$ cat src/rtl/mpf_pkg.sv
// mpf_pkg: constants, field layout and types of the metering pin function block
// assumes a single 125 MHz crystal-derived clock drives every user of it
package mpf_pkg;

  // clock and reset-pin low-time thresholds
  localparam int unsigned CLK_PERIOD_NS = 8;
  localparam int unsigned T_LOCAL_MIN_NS = 10000000; // 10 ms
  localparam int unsigned T_CHIP_MIN_NS = 20000000; // 20 ms
  localparam int unsigned LOCAL_CYC = (T_LOCAL_MIN_NS + CLK_PERIOD_NS - 1) / CLK_PERIOD_NS;
  localparam int unsigned CHIP_CYC = (T_CHIP_MIN_NS + CLK_PERIOD_NS - 1) / CLK_PERIOD_NS;
  localparam int unsigned CNT_W = 22;

  // fast transmitter bit time in clocks
  localparam logic [1:0] FAST_DIV_LAST = 2'h3; // four clocks per bit
  localparam logic [2:0] FAST_LAST_BIT = 3'h7;

  // register map
  localparam int unsigned ADDR_W = 4;
  localparam logic [3:0] REG_CTRL = 4'h0;
  localparam logic [3:0] REG_STATUS = 4'h4;
  localparam logic [3:0] REG_MASK = 4'h8;
  localparam logic [3:0] REG_STATE = 4'hC;

  // control register fields
  localparam int unsigned CTRL_PINSEL = 0;
  localparam int unsigned CTRL_SRC_LSB = 1;
  localparam int unsigned CTRL_TXM_LSB = 3;
  localparam logic [31:0] CTRL_RESET = 32'h0000_0000;

  // status and mask bits
  localparam int unsigned ST_W = 4;
  localparam int unsigned ST_LOCAL_RST = 0;
  localparam int unsigned ST_GLITCH = 1;
  localparam int unsigned ST_REVERSE_POWER_INDICATOR_RISE = 2;
  localparam int unsigned ST_FAST_DONE = 3;
  localparam logic [3:0] STATUS_RESET = 4'h0;
  localparam logic [3:0] MASK_RESET = 4'h0;

  // state register bits
  localparam int unsigned SR_RX = 0;
  localparam int unsigned SR_REVERSE_POWER_INDICATOR = 1;
  localparam int unsigned SR_BUSY = 2;
  localparam int unsigned SR_TXM_LSB = 3;

  // transmit pin source
  typedef enum logic [1:0] {
    TXM_UART = 2'b00,
    TXM_ZX = 2'b01,
    TXM_FAST = 2'b10
  } mpf_txmode_t;

  // second pulse pin power source
  typedef enum logic [1:0] {
    QS_REACTIVE = 2'b00,
    QS_ACT2 = 2'b01,
    QS_SUM = 2'b10,
    QS_USER = 2'b11
  } mpf_qsrc_t;

  // fast transmitter frame states
  typedef enum logic [1:0] {
    FT_IDLE = 2'b00,
    FT_START = 2'b01,
    FT_DATA = 2'b10,
    FT_STOP = 2'b11
  } mpf_ftx_t;

endpackage : mpf_pkg

$ cat src/rtl/mpf_rst_if.sv
// mpf_rst_if: link between the top and the reset-pin low-time detector
// assumes both ends share one clock
`timescale 1ns/10ps
interface mpf_rst_if;
  logic rx_level;
  logic uart_reset;
  logic chip_reset;
  logic glitch;

  modport det (input rx_level, output uart_reset, output chip_reset, output glitch);
  modport ctl (output rx_level, input uart_reset, input chip_reset, input glitch);
endinterface : mpf_rst_if

$ cat src/rtl/mpf_rst_det.sv
// mpf_rst_det: measures the low time of the shared receive/reset pin
// assumes rx_level is already synchronised to clk
`timescale 1ns/10ps
module mpf_rst_det #(
  parameter int unsigned LOCAL_CYC = mpf_pkg::LOCAL_CYC,
  parameter int unsigned CHIP_CYC = mpf_pkg::CHIP_CYC
) (
  // clock and reset
  input wire logic clk,
  input wire logic nrst,
  // detector side of the link
  mpf_rst_if.det rif
);

  localparam logic [mpf_pkg::CNT_W-1:0] LOCAL_N = LOCAL_CYC[mpf_pkg::CNT_W-1:0];
  localparam logic [mpf_pkg::CNT_W-1:0] CHIP_N = CHIP_CYC[mpf_pkg::CNT_W-1:0];

  typedef struct packed {
    logic [mpf_pkg::CNT_W-1:0] cnt;
    logic chip;
    logic urst;
    logic glitch;
  } mpf_det_st_t;

  mpf_det_st_t s_r;
  mpf_det_st_t s_nxt;

  // low-time counter, independent of any receive logic
  always_comb
  begin
    s_nxt = s_r;
    s_nxt.urst = 1'b0;
    s_nxt.glitch = 1'b0;
    if (!rif.rx_level)
    begin
      if (s_r.cnt != CHIP_N)
        s_nxt.cnt = s_r.cnt + 1'b1;
      else
        s_nxt.chip = 1'b1;
    end
    else
    begin
      // decide on the release edge
      if (!s_r.chip && s_r.cnt >= LOCAL_N)
        s_nxt.urst = 1'b1;
      else if (s_r.cnt != '0 && s_r.cnt < LOCAL_N)
        s_nxt.glitch = 1'b1;
      s_nxt.cnt = '0;
      s_nxt.chip = 1'b0;
    end
  end

  // state register
  always_ff @(posedge clk or negedge nrst)
  begin
    if (!nrst)
      s_r <= '0;
    else
      s_r <= s_nxt;
  end

  // outputs straight from flip-flops
  assign rif.uart_reset = s_r.urst;
  assign rif.chip_reset = s_r.chip;
  assign rif.glitch = s_r.glitch;

endmodule : mpf_rst_det

$ cat src/rtl/mpf_top.sv
// mpf_top: pin functions of the metering device: reset decode on the receive pin,
// second pulse pin select, transmit pin source and fast autonomous transmitter
// assumes all datapath and serial inputs are on CLK; RX_PIN is asynchronous
//
// Function
// - receive pin low 10..20 ms resets only the serial module
// - receive pin low beyond 20 ms resets the whole chip
// - reset decode runs apart from serial receive; chip reset acts like reset pin
// - second pulse pin gives pulses when select bit is 0, reverse power at 1
// - second pulse pin follows reactive, second active, vector sum or user power
// - active pulse pin idles low and follows active power pulses
// - special command switches transmit pin to live current zero-crossing square wave
// - fast transmitter sends at clock over four; receive side unchanged
`timescale 1ns/10ps
module mpf_top #(
  parameter int unsigned LOCAL_CYC = mpf_pkg::LOCAL_CYC,
  parameter int unsigned CHIP_CYC = mpf_pkg::CHIP_CYC
) (
  // clock and reset
  input wire logic CLK,
  input wire logic NRST,
  // register port
  input wire logic [3:0] ADDR,
  input wire logic [31:0] WDATA,
  input wire logic WR,
  input wire logic RD,
  output logic [31:0] RDATA,
  output logic IRQ,
  // device pins
  input wire logic RX_PIN,
  output logic TX_PIN,
  output logic PF_PIN,
  output logic QF_PIN,
  // metering datapath
  input wire logic ACTIVE_PULSE,
  input wire logic REACTIVE_PULSE,
  input wire logic ACT2_PULSE,
  input wire logic SUM_PULSE,
  input wire logic USER_PULSE,
  input wire logic REVERSE_POWER,
  input wire logic IA_ZX,
  // serial module
  output logic UART_RX,
  input wire logic UART_TX,
  input wire logic ZX_CMD,
  output logic UART_RESET,
  // fast transmitter stream
  input wire logic [7:0] FAST_DATA,
  input wire logic FAST_VALID,
  output logic FAST_READY,
  // chip reset request
  output logic CHIP_RESET_N
);

  typedef struct packed {
    logic rx_meta;
    logic rx_sync;
    logic pinsel;
    mpf_pkg::mpf_qsrc_t qsrc;
    mpf_pkg::mpf_txmode_t txmode;
    logic [3:0] status;
    logic [3:0] mask;
    logic [31:0] rdata;
    logic pf;
    logic qf;
    logic tx;
    logic reverse_power_indicator_d;
    mpf_pkg::mpf_ftx_t fstate;
    logic [1:0] div;
    logic [2:0] bitn;
    logic [7:0] shreg;
  } mpf_top_st_t;

  mpf_top_st_t s_r;
  mpf_top_st_t s_nxt;
  mpf_rst_if rif ();
  logic fast_take;
  logic fast_done;
  logic reverse_power_indicator_rise;
  logic q_pulse;
  logic [3:0] ev;
  logic [31:0] ctrl_view;
  logic [31:0] state_view;

  // reset-pin detector on the synchronised level
  assign rif.rx_level = s_r.rx_sync;

  mpf_rst_det #(
    .LOCAL_CYC(LOCAL_CYC),
    .CHIP_CYC(CHIP_CYC)
  ) u_det (
    .clk(CLK),
    .nrst(NRST),
    .rif(rif)
  );

  // stream handshake: a byte is taken only when idle in fast mode
  assign FAST_READY = (s_r.txmode == mpf_pkg::TXM_FAST)
    && (s_r.fstate == mpf_pkg::FT_IDLE);
  assign fast_take = FAST_READY && FAST_VALID;
  assign fast_done = (s_r.fstate == mpf_pkg::FT_STOP)
    && (s_r.div == mpf_pkg::FAST_DIV_LAST);

  // reverse power edge for the event flags
  assign reverse_power_indicator_rise = REVERSE_POWER && !s_r.reverse_power_indicator_d;

  // power source of the second pulse pin
  always_comb
  begin
    case (s_r.qsrc)
      mpf_pkg::QS_REACTIVE: q_pulse = REACTIVE_PULSE;
      mpf_pkg::QS_ACT2: q_pulse = ACT2_PULSE;
      mpf_pkg::QS_SUM: q_pulse = SUM_PULSE;
      mpf_pkg::QS_USER: q_pulse = USER_PULSE;
      default: q_pulse = REACTIVE_PULSE;
    endcase
  end

  // events that set sticky status bits
  always_comb
  begin
    ev = '0;
    ev[mpf_pkg::ST_LOCAL_RST] = rif.uart_reset;
    ev[mpf_pkg::ST_GLITCH] = rif.glitch;
    ev[mpf_pkg::ST_REVERSE_POWER_INDICATOR_RISE] = reverse_power_indicator_rise;
    ev[mpf_pkg::ST_FAST_DONE] = fast_done;
  end

  // read views of control and state
  always_comb
  begin
    ctrl_view = '0;
    ctrl_view[mpf_pkg::CTRL_PINSEL] = s_r.pinsel;
    ctrl_view[mpf_pkg::CTRL_SRC_LSB +: 2] = s_r.qsrc;
    ctrl_view[mpf_pkg::CTRL_TXM_LSB +: 2] = s_r.txmode;
    state_view = '0;
    state_view[mpf_pkg::SR_RX] = s_r.rx_sync;
    state_view[mpf_pkg::SR_REVERSE_POWER_INDICATOR] = s_r.reverse_power_indicator_d;
    state_view[mpf_pkg::SR_BUSY] = (s_r.fstate != mpf_pkg::FT_IDLE);
    state_view[mpf_pkg::SR_TXM_LSB +: 2] = s_r.txmode;
  end

  // next state of the whole block
  always_comb
  begin
    s_nxt = s_r;

    // two-stage synchroniser on the shared pin
    s_nxt.rx_meta = RX_PIN;
    s_nxt.rx_sync = s_r.rx_meta;
    s_nxt.reverse_power_indicator_d = REVERSE_POWER;

    // control register write
    if (WR && ADDR == mpf_pkg::REG_CTRL)
    begin
      s_nxt.pinsel = WDATA[mpf_pkg::CTRL_PINSEL];
      s_nxt.qsrc = mpf_pkg::mpf_qsrc_t'(WDATA[mpf_pkg::CTRL_SRC_LSB +: 2]);
      case (WDATA[mpf_pkg::CTRL_TXM_LSB +: 2])
        2'h0: s_nxt.txmode = mpf_pkg::TXM_UART;
        2'h1: s_nxt.txmode = mpf_pkg::TXM_ZX;
        2'h2: s_nxt.txmode = mpf_pkg::TXM_FAST;
        default: s_nxt.txmode = s_r.txmode;
      endcase
    end

    // special command from the serial module selects zero-crossing output
    if (ZX_CMD)
      s_nxt.txmode = mpf_pkg::TXM_ZX;

    // serial module reset puts the transmit pin back to normal use
    if (rif.uart_reset)
      s_nxt.txmode = mpf_pkg::TXM_UART;

    // mask register write
    if (WR && ADDR == mpf_pkg::REG_MASK)
      s_nxt.mask = WDATA[mpf_pkg::ST_W-1:0];

    // status: write one clears, a new event wins over the clear
    if (WR && ADDR == mpf_pkg::REG_STATUS)
      s_nxt.status = (s_r.status & ~WDATA[mpf_pkg::ST_W-1:0]) | ev;
    else
      s_nxt.status = s_r.status | ev;

    // fast transmitter: start, eight data bits lsb first, stop
    case (s_r.fstate)
      mpf_pkg::FT_IDLE:
      begin
        s_nxt.div = 2'h0;
        s_nxt.bitn = 3'h0;
        if (fast_take)
        begin
          s_nxt.shreg = FAST_DATA;
          s_nxt.fstate = mpf_pkg::FT_START;
        end
      end
      mpf_pkg::FT_START:
      begin
        s_nxt.div = s_r.div + 2'h1;
        if (s_r.div == mpf_pkg::FAST_DIV_LAST)
          s_nxt.fstate = mpf_pkg::FT_DATA;
      end
      mpf_pkg::FT_DATA:
      begin
        s_nxt.div = s_r.div + 2'h1;
        if (s_r.div == mpf_pkg::FAST_DIV_LAST)
        begin
          s_nxt.shreg = {1'b0, s_r.shreg[7:1]};
          s_nxt.bitn = s_r.bitn + 3'h1;
          if (s_r.bitn == mpf_pkg::FAST_LAST_BIT)
            s_nxt.fstate = mpf_pkg::FT_STOP;
        end
      end
      mpf_pkg::FT_STOP:
      begin
        s_nxt.div = s_r.div + 2'h1;
        if (s_r.div == mpf_pkg::FAST_DIV_LAST)
          s_nxt.fstate = mpf_pkg::FT_IDLE;
      end
      default:
      begin
        s_nxt.fstate = mpf_pkg::FT_IDLE;
      end
    endcase

    // transmit pin source
    case (s_r.txmode)
      mpf_pkg::TXM_UART: s_nxt.tx = UART_TX;
      mpf_pkg::TXM_ZX: s_nxt.tx = IA_ZX;
      mpf_pkg::TXM_FAST:
      begin
        case (s_r.fstate)
          mpf_pkg::FT_START: s_nxt.tx = 1'b0;
          mpf_pkg::FT_DATA: s_nxt.tx = s_r.shreg[0];
          default: s_nxt.tx = 1'b1;
        endcase
      end
      default: s_nxt.tx = 1'b1;
    endcase

    // pulse pins
    s_nxt.pf = ACTIVE_PULSE;
    s_nxt.qf = s_r.pinsel ? REVERSE_POWER : q_pulse;

    // register read, data in the next cycle, unmapped reads zero
    s_nxt.rdata = '0;
    if (RD)
    begin
      case (ADDR)
        mpf_pkg::REG_CTRL: s_nxt.rdata = ctrl_view;
        mpf_pkg::REG_STATUS: s_nxt.rdata = {28'h0000000, s_r.status};
        mpf_pkg::REG_MASK: s_nxt.rdata = {28'h0000000, s_r.mask};
        mpf_pkg::REG_STATE: s_nxt.rdata = state_view;
        default: s_nxt.rdata = '0;
      endcase
    end

    // chip reset from the pin clears everything but the pin path and the reverse power delay
    if (rif.chip_reset)
    begin
      s_nxt.pinsel = mpf_pkg::CTRL_RESET[mpf_pkg::CTRL_PINSEL];
      s_nxt.qsrc = mpf_pkg::QS_REACTIVE;
      s_nxt.txmode = mpf_pkg::TXM_UART;
      s_nxt.status = mpf_pkg::STATUS_RESET;
      s_nxt.mask = mpf_pkg::MASK_RESET;
      s_nxt.rdata = '0;
      s_nxt.pf = 1'b0;
      s_nxt.qf = 1'b0;
      s_nxt.tx = 1'b1;
      s_nxt.fstate = mpf_pkg::FT_IDLE;
      s_nxt.div = 2'h0;
      s_nxt.bitn = 3'h0;
      s_nxt.shreg = 8'h00;
    end
  end

  // state register, constants under reset
  always_ff @(posedge CLK or negedge NRST)
  begin
    if (!NRST)
    begin
      s_r <= '0;
      s_r.rx_meta <= 1'b1;
      s_r.rx_sync <= 1'b1;
      s_r.reverse_power_indicator_d <= 1'b0;
      s_r.tx <= 1'b1; // line idles high
      s_r.fstate <= mpf_pkg::FT_IDLE;
      s_r.qsrc <= mpf_pkg::QS_REACTIVE;
      s_r.txmode <= mpf_pkg::TXM_UART;
    end
    else
    begin
      s_r <= s_nxt;
    end
  end

  // outputs
  assign RDATA = s_r.rdata;
  assign IRQ = |(s_r.status & s_r.mask);
  assign TX_PIN = s_r.tx;
  assign PF_PIN = s_r.pf;
  assign QF_PIN = s_r.qf;
  assign UART_RX = s_r.rx_sync;
  assign UART_RESET = rif.uart_reset;
  assign CHIP_RESET_N = !rif.chip_reset;

endmodule : mpf_top

$ cat config.mk
export PLATFORM = sky130hd
export DESIGN_NAME = mpf_top
export DESIGN_NICKNAME = d
export VERILOG_FILES = /design/src/rtl/mpf_pkg.sv /design/src/rtl/mpf_rst_if.sv /design/src/rtl/mpf_rst_det.sv /design/src/rtl/mpf_top.sv
export SDC_FILE = /design/constraint.sdc
export NUM_CORES = 1
export LEC_CHECK = 0
export BUFFER_PORTS_ARGS = -buffer_cell sky130_fd_sc_hd__buf_2
export CAP_MARGIN = 5
export CORE_MARGIN = 1
export CORE_UTILIZATION = 53
export DETAILED_ROUTE_END_ITERATION = 10
export PLACE_DENSITY = 0.85
export SLEW_MARGIN = 15
export SYNTH_ARGS = -nofsm -noshare
export SYNTH_HDL_FRONTEND = slang
export SYNTH_SLANG_ARGS = --single-unit
$ cat constraint.sdc
create_clock -name CLK -period 2.2 [get_ports CLK]
set_input_delay 0.11 -clock CLK [delete_from_list [all_inputs] [get_ports CLK]]
set_output_delay 0.11 -clock CLK [all_outputs]
set_load 0.01 [all_outputs]
# == After elaboration in Yosys (flattened, before gate mapping) ==
# Index checks and enable logic that the tools add are counted.
# word_totals
ff_bits,91
wordCells,111
inputBits,59
out_inout_bits,40
# op_classes
n_eq_ne,22
reduce_logical,29
n_lt_le_gt_ge,2
mux,30
bitwise,5
n_addsub,3
# ops
op,n
2-to-1 mux 48 bit,1
2-to-1 mux 23 bit,1
adder 22 x 1 -> 22 bit (second input constant),1
greater-or-equal comparator 22 x 21 -> 1 bit (second input constant),1
< comparator 22 x 21 -> 1 bit (second input constant),1
2-to-1 mux 22 bit,1
!= test 22 bit (second input constant),1
one-hot mux 11 bit (2 select lines),1
nonzero test 22 bit,1
one-hot mux 5 bit (4 select lines),1
2-to-1 mux 2 bit,8
one-hot mux 4 bit (4 select lines),1
2-to-1 mux 15 bit,1
equality test 2 bit (second input constant),7
!= test 3 x 2 -> 1 bit (second input constant),4
2-to-1 mux 11 bit,1
2-to-1 mux 5 bit,2
logical AND 1 bit,9
AND 4 bit,2
equality test 2 x 1 -> 1 bit (second input constant),4
equality test 4 bit (second input constant),2
logical NOT 2 bit,4
2-to-1 mux 4 bit,2
2-to-1 mux 8 bit,1
other kinds (23),33

# == Logic depth before layout (Yosys ltp) ==
# logic_depth
word_depth,6
mapped_depth,7
ltp_nobuf,6

# == By module ==
# A second synthesis with hierarchy kept.
# hier_totals
hier_cells,388
hier_area_um2,3793.6
# by_module_without_submodules
module,cells_per_inst,area_each_um2,seq_area_each_um2,n_inst
mpf_top,239,2361.0,979.7,1
mpf_rst_det,149,1432.6,625.6,1

# == Least setup slack after synthesis ==
# Ideal clock, no wire load.
# synth_path
kind,register to register
start,register s_r[13] in the netlist's numbering
end,register s_r[0] in the netlist's numbering
period_less_slack_ps,1791
path_stages_with_launch,8
path_buffers,1
t_required_ps,2075
setup_time_ps,125
t_arrival_ps,1667
setup_slack_ps,409
cell_sequence,dfrtp_1 -> inv_1 -> ha_1 -> buf_2 -> mux2i_1 -> a21oi_1 -> nor2_4 -> mux2_2
# synth_between
elab_chain_len,5
word_cells_on_any_way,10
cone_classes,eq/ne (3); mux (2); reduce/logical (5)
# synth_rtl
element,line_no,rtl
from (decl),mpf_top.sv:74,mpf_top_st_t s_r;
from (signal assigned),mpf_top.sv:292,s_r <= s_nxt;
logical NOT 2 bit,"mpf_top.sv:99, mpf_top.sv:185",
logical AND 1 bit,mpf_top.sv:99,&& (s_r.fstate == mpf_pkg::FT_IDLE);
logical AND 1 bit,mpf_top.sv:100,assign fast_take = FAST_READY && FAST_VALID;
!= test 3 x 2 -> 1 bit (no line),n/a,
AND reduction 3 bit (no line),n/a,
# Several ways; a longest one is shown, not always the timed one.
# A chain may end at the register's enable or synchronous reset.

# == Worst setup path in the final report ==
# layout_path
start,register s_r[13] in the netlist's numbering
end,register s_r[5] in the netlist's numbering
# The elaborated chain is that of the path after synthesis.

==> qor.yml <==
hp-class: "input pin to flip-flop"
worstPathMaxFanout: 8
rsz0062_at_grt: "no"
diodes: 0
synth_edf_count: 0
yosysTopAreaCellShare_pct: 40.65
ys_top_cells_by_area: "dfrtp_1 41%, buf_4 6.4%, mux2i_1 5.9%, ha_1 4.0%, nor2_1 3.6%"
finClkSkew_ns: 0.008375
powerDensity_nw_per_um2: 833.9
io_buffers: 44
die_area_um2: 7425
die_width_um: 86.17
slowest_stage: "dfrtp_1"
grt_pass1_wl_um: 12300
drtPass1Iterations: 4
max_slew_margin_pct: 54.38
syn-mean-instance-area_um2: 10.04
die_y_um: 86.17
crit_path_max_incr_delay_ns: 0.40
cp.required_ns: 2.42
leakage_nw: 1.970
clk_path_buf_depth: 2
placed_cell_area_um2: 3902
yosysSeqAreaShare_pct: 42.75
crit_buf_inv: 1
final_net_count: 486
grt_pass1_vias: 2750
io_pins: 99
async_flop_share_pct: 100.0
grt_max_degree: 40
antenna_found_initial: 0
gp_congestion: 0.8036
synth_top_cell_by_area: "dfrtp_1"
path_cells: "inv_1 > ha_1 > mux2i_1 > a21oi_1 > nor2_4 > mux2_2"
path_class: "flip-flop to flip-flop"
syn_to_final_growth_pct: 10.90
final_hold_viol_count: 0
via_per_inst: 5.494
outcome: "finished, final reports clean"
hpwl_um: 5173
clk_pin_slew_ns: 0.07
via_count: 2835
clock_latency_ns: 0.34
finalCriticalPeriod_ns: 1.926
total_power_mw: 3.472
cts_sinks: 64
cap_violations: 0
startpoint_type: "flip-flop"
cts_tree: "built"
drc: 0
synth_area_um2: 3755
synth_cells: 374
synth.yosys.warnings: 0
crit_arrival_ns: 2.15
design_area_um2: 4164
routed_wl_um: 7244
finalSetupTns_ns: 0
synth-seq-cells: 64
fmax_mhz: 519.1
cts_buffers: 9
post_cts_buffers: 0
row_count: 30
routedWlPerCell_um: 14.04
drive_gt1_share_pct: 21.67
synthDistinctLibCells: 57
core_region_area_um2: 6832
detail-route-antenna-nets: 0
grt_usage_pct: 21.25
yosysMostFrequentCell: "dfrtp_1"
fillers: 574
worst_pin_slew_ns: 0.6844
cts-root-buf: "clkbuf_8"
irDropWorstVdd_v: 0.0004291
synthFlopType: "dfrtp_1"
path_delay_family: "multiplexers"
grt_overflow_total: 0
slew_viol_final: 0
start_util_pct: 54.96
drt_iter0_markers: 93
final-setup-viol-count: 0
cp-end-kind: "flip-flop"
yosys-top-cells-count: "61 x dfrtp_1, 36 x nor2_1, 32 x buf_4, 22 x a21oi_1, 22 x mux2i_1"
finalCritPeriodShare_pct: 87.57
htreeDepth: 3
==> cell type report <==
| type | count | area, um^2 | area share (%) |
|---|---|---|---|
| clock buffer | 11 | 141.4 | 3.395 |
| inverter | 12 | 45.04 | 1.082 |
| clock inverter | 5 | 80.08 | 1.923 |
| sequential | 64 | 1605 | 38.55 |
| timing repair buffer | 52 | 302.8 | 7.272 |
| multi-input combinational | 276 | 1869 | 44.89 |
| tap | 96 | 120.1 | 2.885 |
==> state kept, by name, summed over array words and instances, names as in the netlist <==
register	count
u_det.s_r	22
s_nxt	1
s_r	24
u_det.rif.uart_reset	1
u_det.rif.glitch	1
PF_PIN	1
RDATA	5
u_det.rif.chip_reset	1
QF_PIN	1
UART_RX	1
ctrl_view	5
TX_PIN	1
==> per-layer routing <==
layer	global-route usage (%)	share of wire, %	vias up
li1	-	-	1355
met1	25.45	43	1400
met2	37.37	51	68
met3	4.952	4.4	12
met4	7.727	1.7	0
met5	0	0	-
==> tightest hold or removal path, cell delays in order <==
cell and delay (ns):
buf_2 0.11, nand3_1 0.06, a21oi_1 0.06
==> layout by cell type, fill, tap and decap left out, types with 3 or more instances in the layout <==
| master | Yosys | final |
|---|---|---|
| buf_4 | 32 | 3 |
| inv_1 | 12 | 12 |
| ha_1 | 12 | 12 |
| o22ai_1 | 3 | 3 |
| nor2_1 | 36 | 36 |
| dlygate4sd3_1 | 0 | 4 |
| a21oi_1 | 22 | 22 |
| nand4_1 | 9 | 9 |
| nand3_1 | 12 | 12 |
| or4_1 | 9 | 9 |
| a22oi_1 | 4 | 4 |
| xor2_1 | 8 | 8 |
| dfstp_2 | 3 | 3 |
| mux2_2 | 10 | 10 |
| and2_1 | 4 | 4 |
| nor4_1 | 6 | 6 |
| mux2i_1 | 22 | 22 |
| o31ai_1 | 9 | 9 |
| clkbuf_8 | 0 | 10 |
| conb_1 | 1 | 27 |
| nand3_4 | 3 | 3 |
| nand2_1 | 20 | 20 |
| nor3_1 | 5 | 5 |
| and3_1 | 6 | 6 |
| nor2b_1 | 7 | 7 |
| dfrtp_1 | 61 | 61 |
| buf_2 | 2 | 44 |
==> power by group <==
group | switching, mW | leakage (nW) | total, mW | internal, mW
Clock | 0.455 | 0.106 | 1.12 | 0.667
Combinational | 0.464 | 1.04 | 0.887 | 0.423
Sequential | 0.112 | 0.824 | 1.46 | 1.35
Total | 1.03 | 1.97 | 3.47 | 2.44
==> kinds of logic after synthesis <==
family,Yosys count,share of synthesized area (%)
other,1,0.09987
xor gates and xnor gates,10,2.333
and+or+nand+nor,136,21.06
DFF,64,42.75
muxes,35,10.06
buffers and inverters,60,10.06
adders and majority gates,12,3.999
AOI/OAI and AO/OA,56,9.630
==> per-stage QoR <==
stage / setup WS [ns] / hold slack [ns] / util, % / cells
6_report: 0.2736 / 0.03518 / 60.95 / 516
5_1_grt: 0.1584 / 0.03964 / 60.95 / 516
4_1_cts: 0.2896 / 0.01762 / 60.95 / 516
3_5_place_dp: 0.3429 / 0.1573 / 57.12 / 496
3_3_place_gp: 0.3968 / 0.1481 / 57.12 / 496
2_1_floorplan: 0.4087 / -0.1856 / - / 400
==> path summary, 6_finish.rpt <==
kind	startpoint	end	slack, ns	cells past startpoint
hold reg to reg	s_nxt[64]	UART_RX	0.36	0
min in group asynchronous	NRST	QF_PIN	0.33	2
setup / recovery	s_r[13]	s_r[5]	0.27	6
hold / removal	WDATA[0]	ctrl_view[0]	0.04	3
max in group asynchronous	NRST	TX_PIN	1.20	3
setup reg to reg	s_r[13]	s_r[5]	0.27	6
==> what timing repair did <==
action | CTS | global route
endpoints found under the setup margin | 0 | 0
hold buffers | 4 | 0
gates resized for setup | 0 | 0
endpoints found under the hold margin | 26 | 0
No activity file was read; power rests on OpenSTA's default activity.
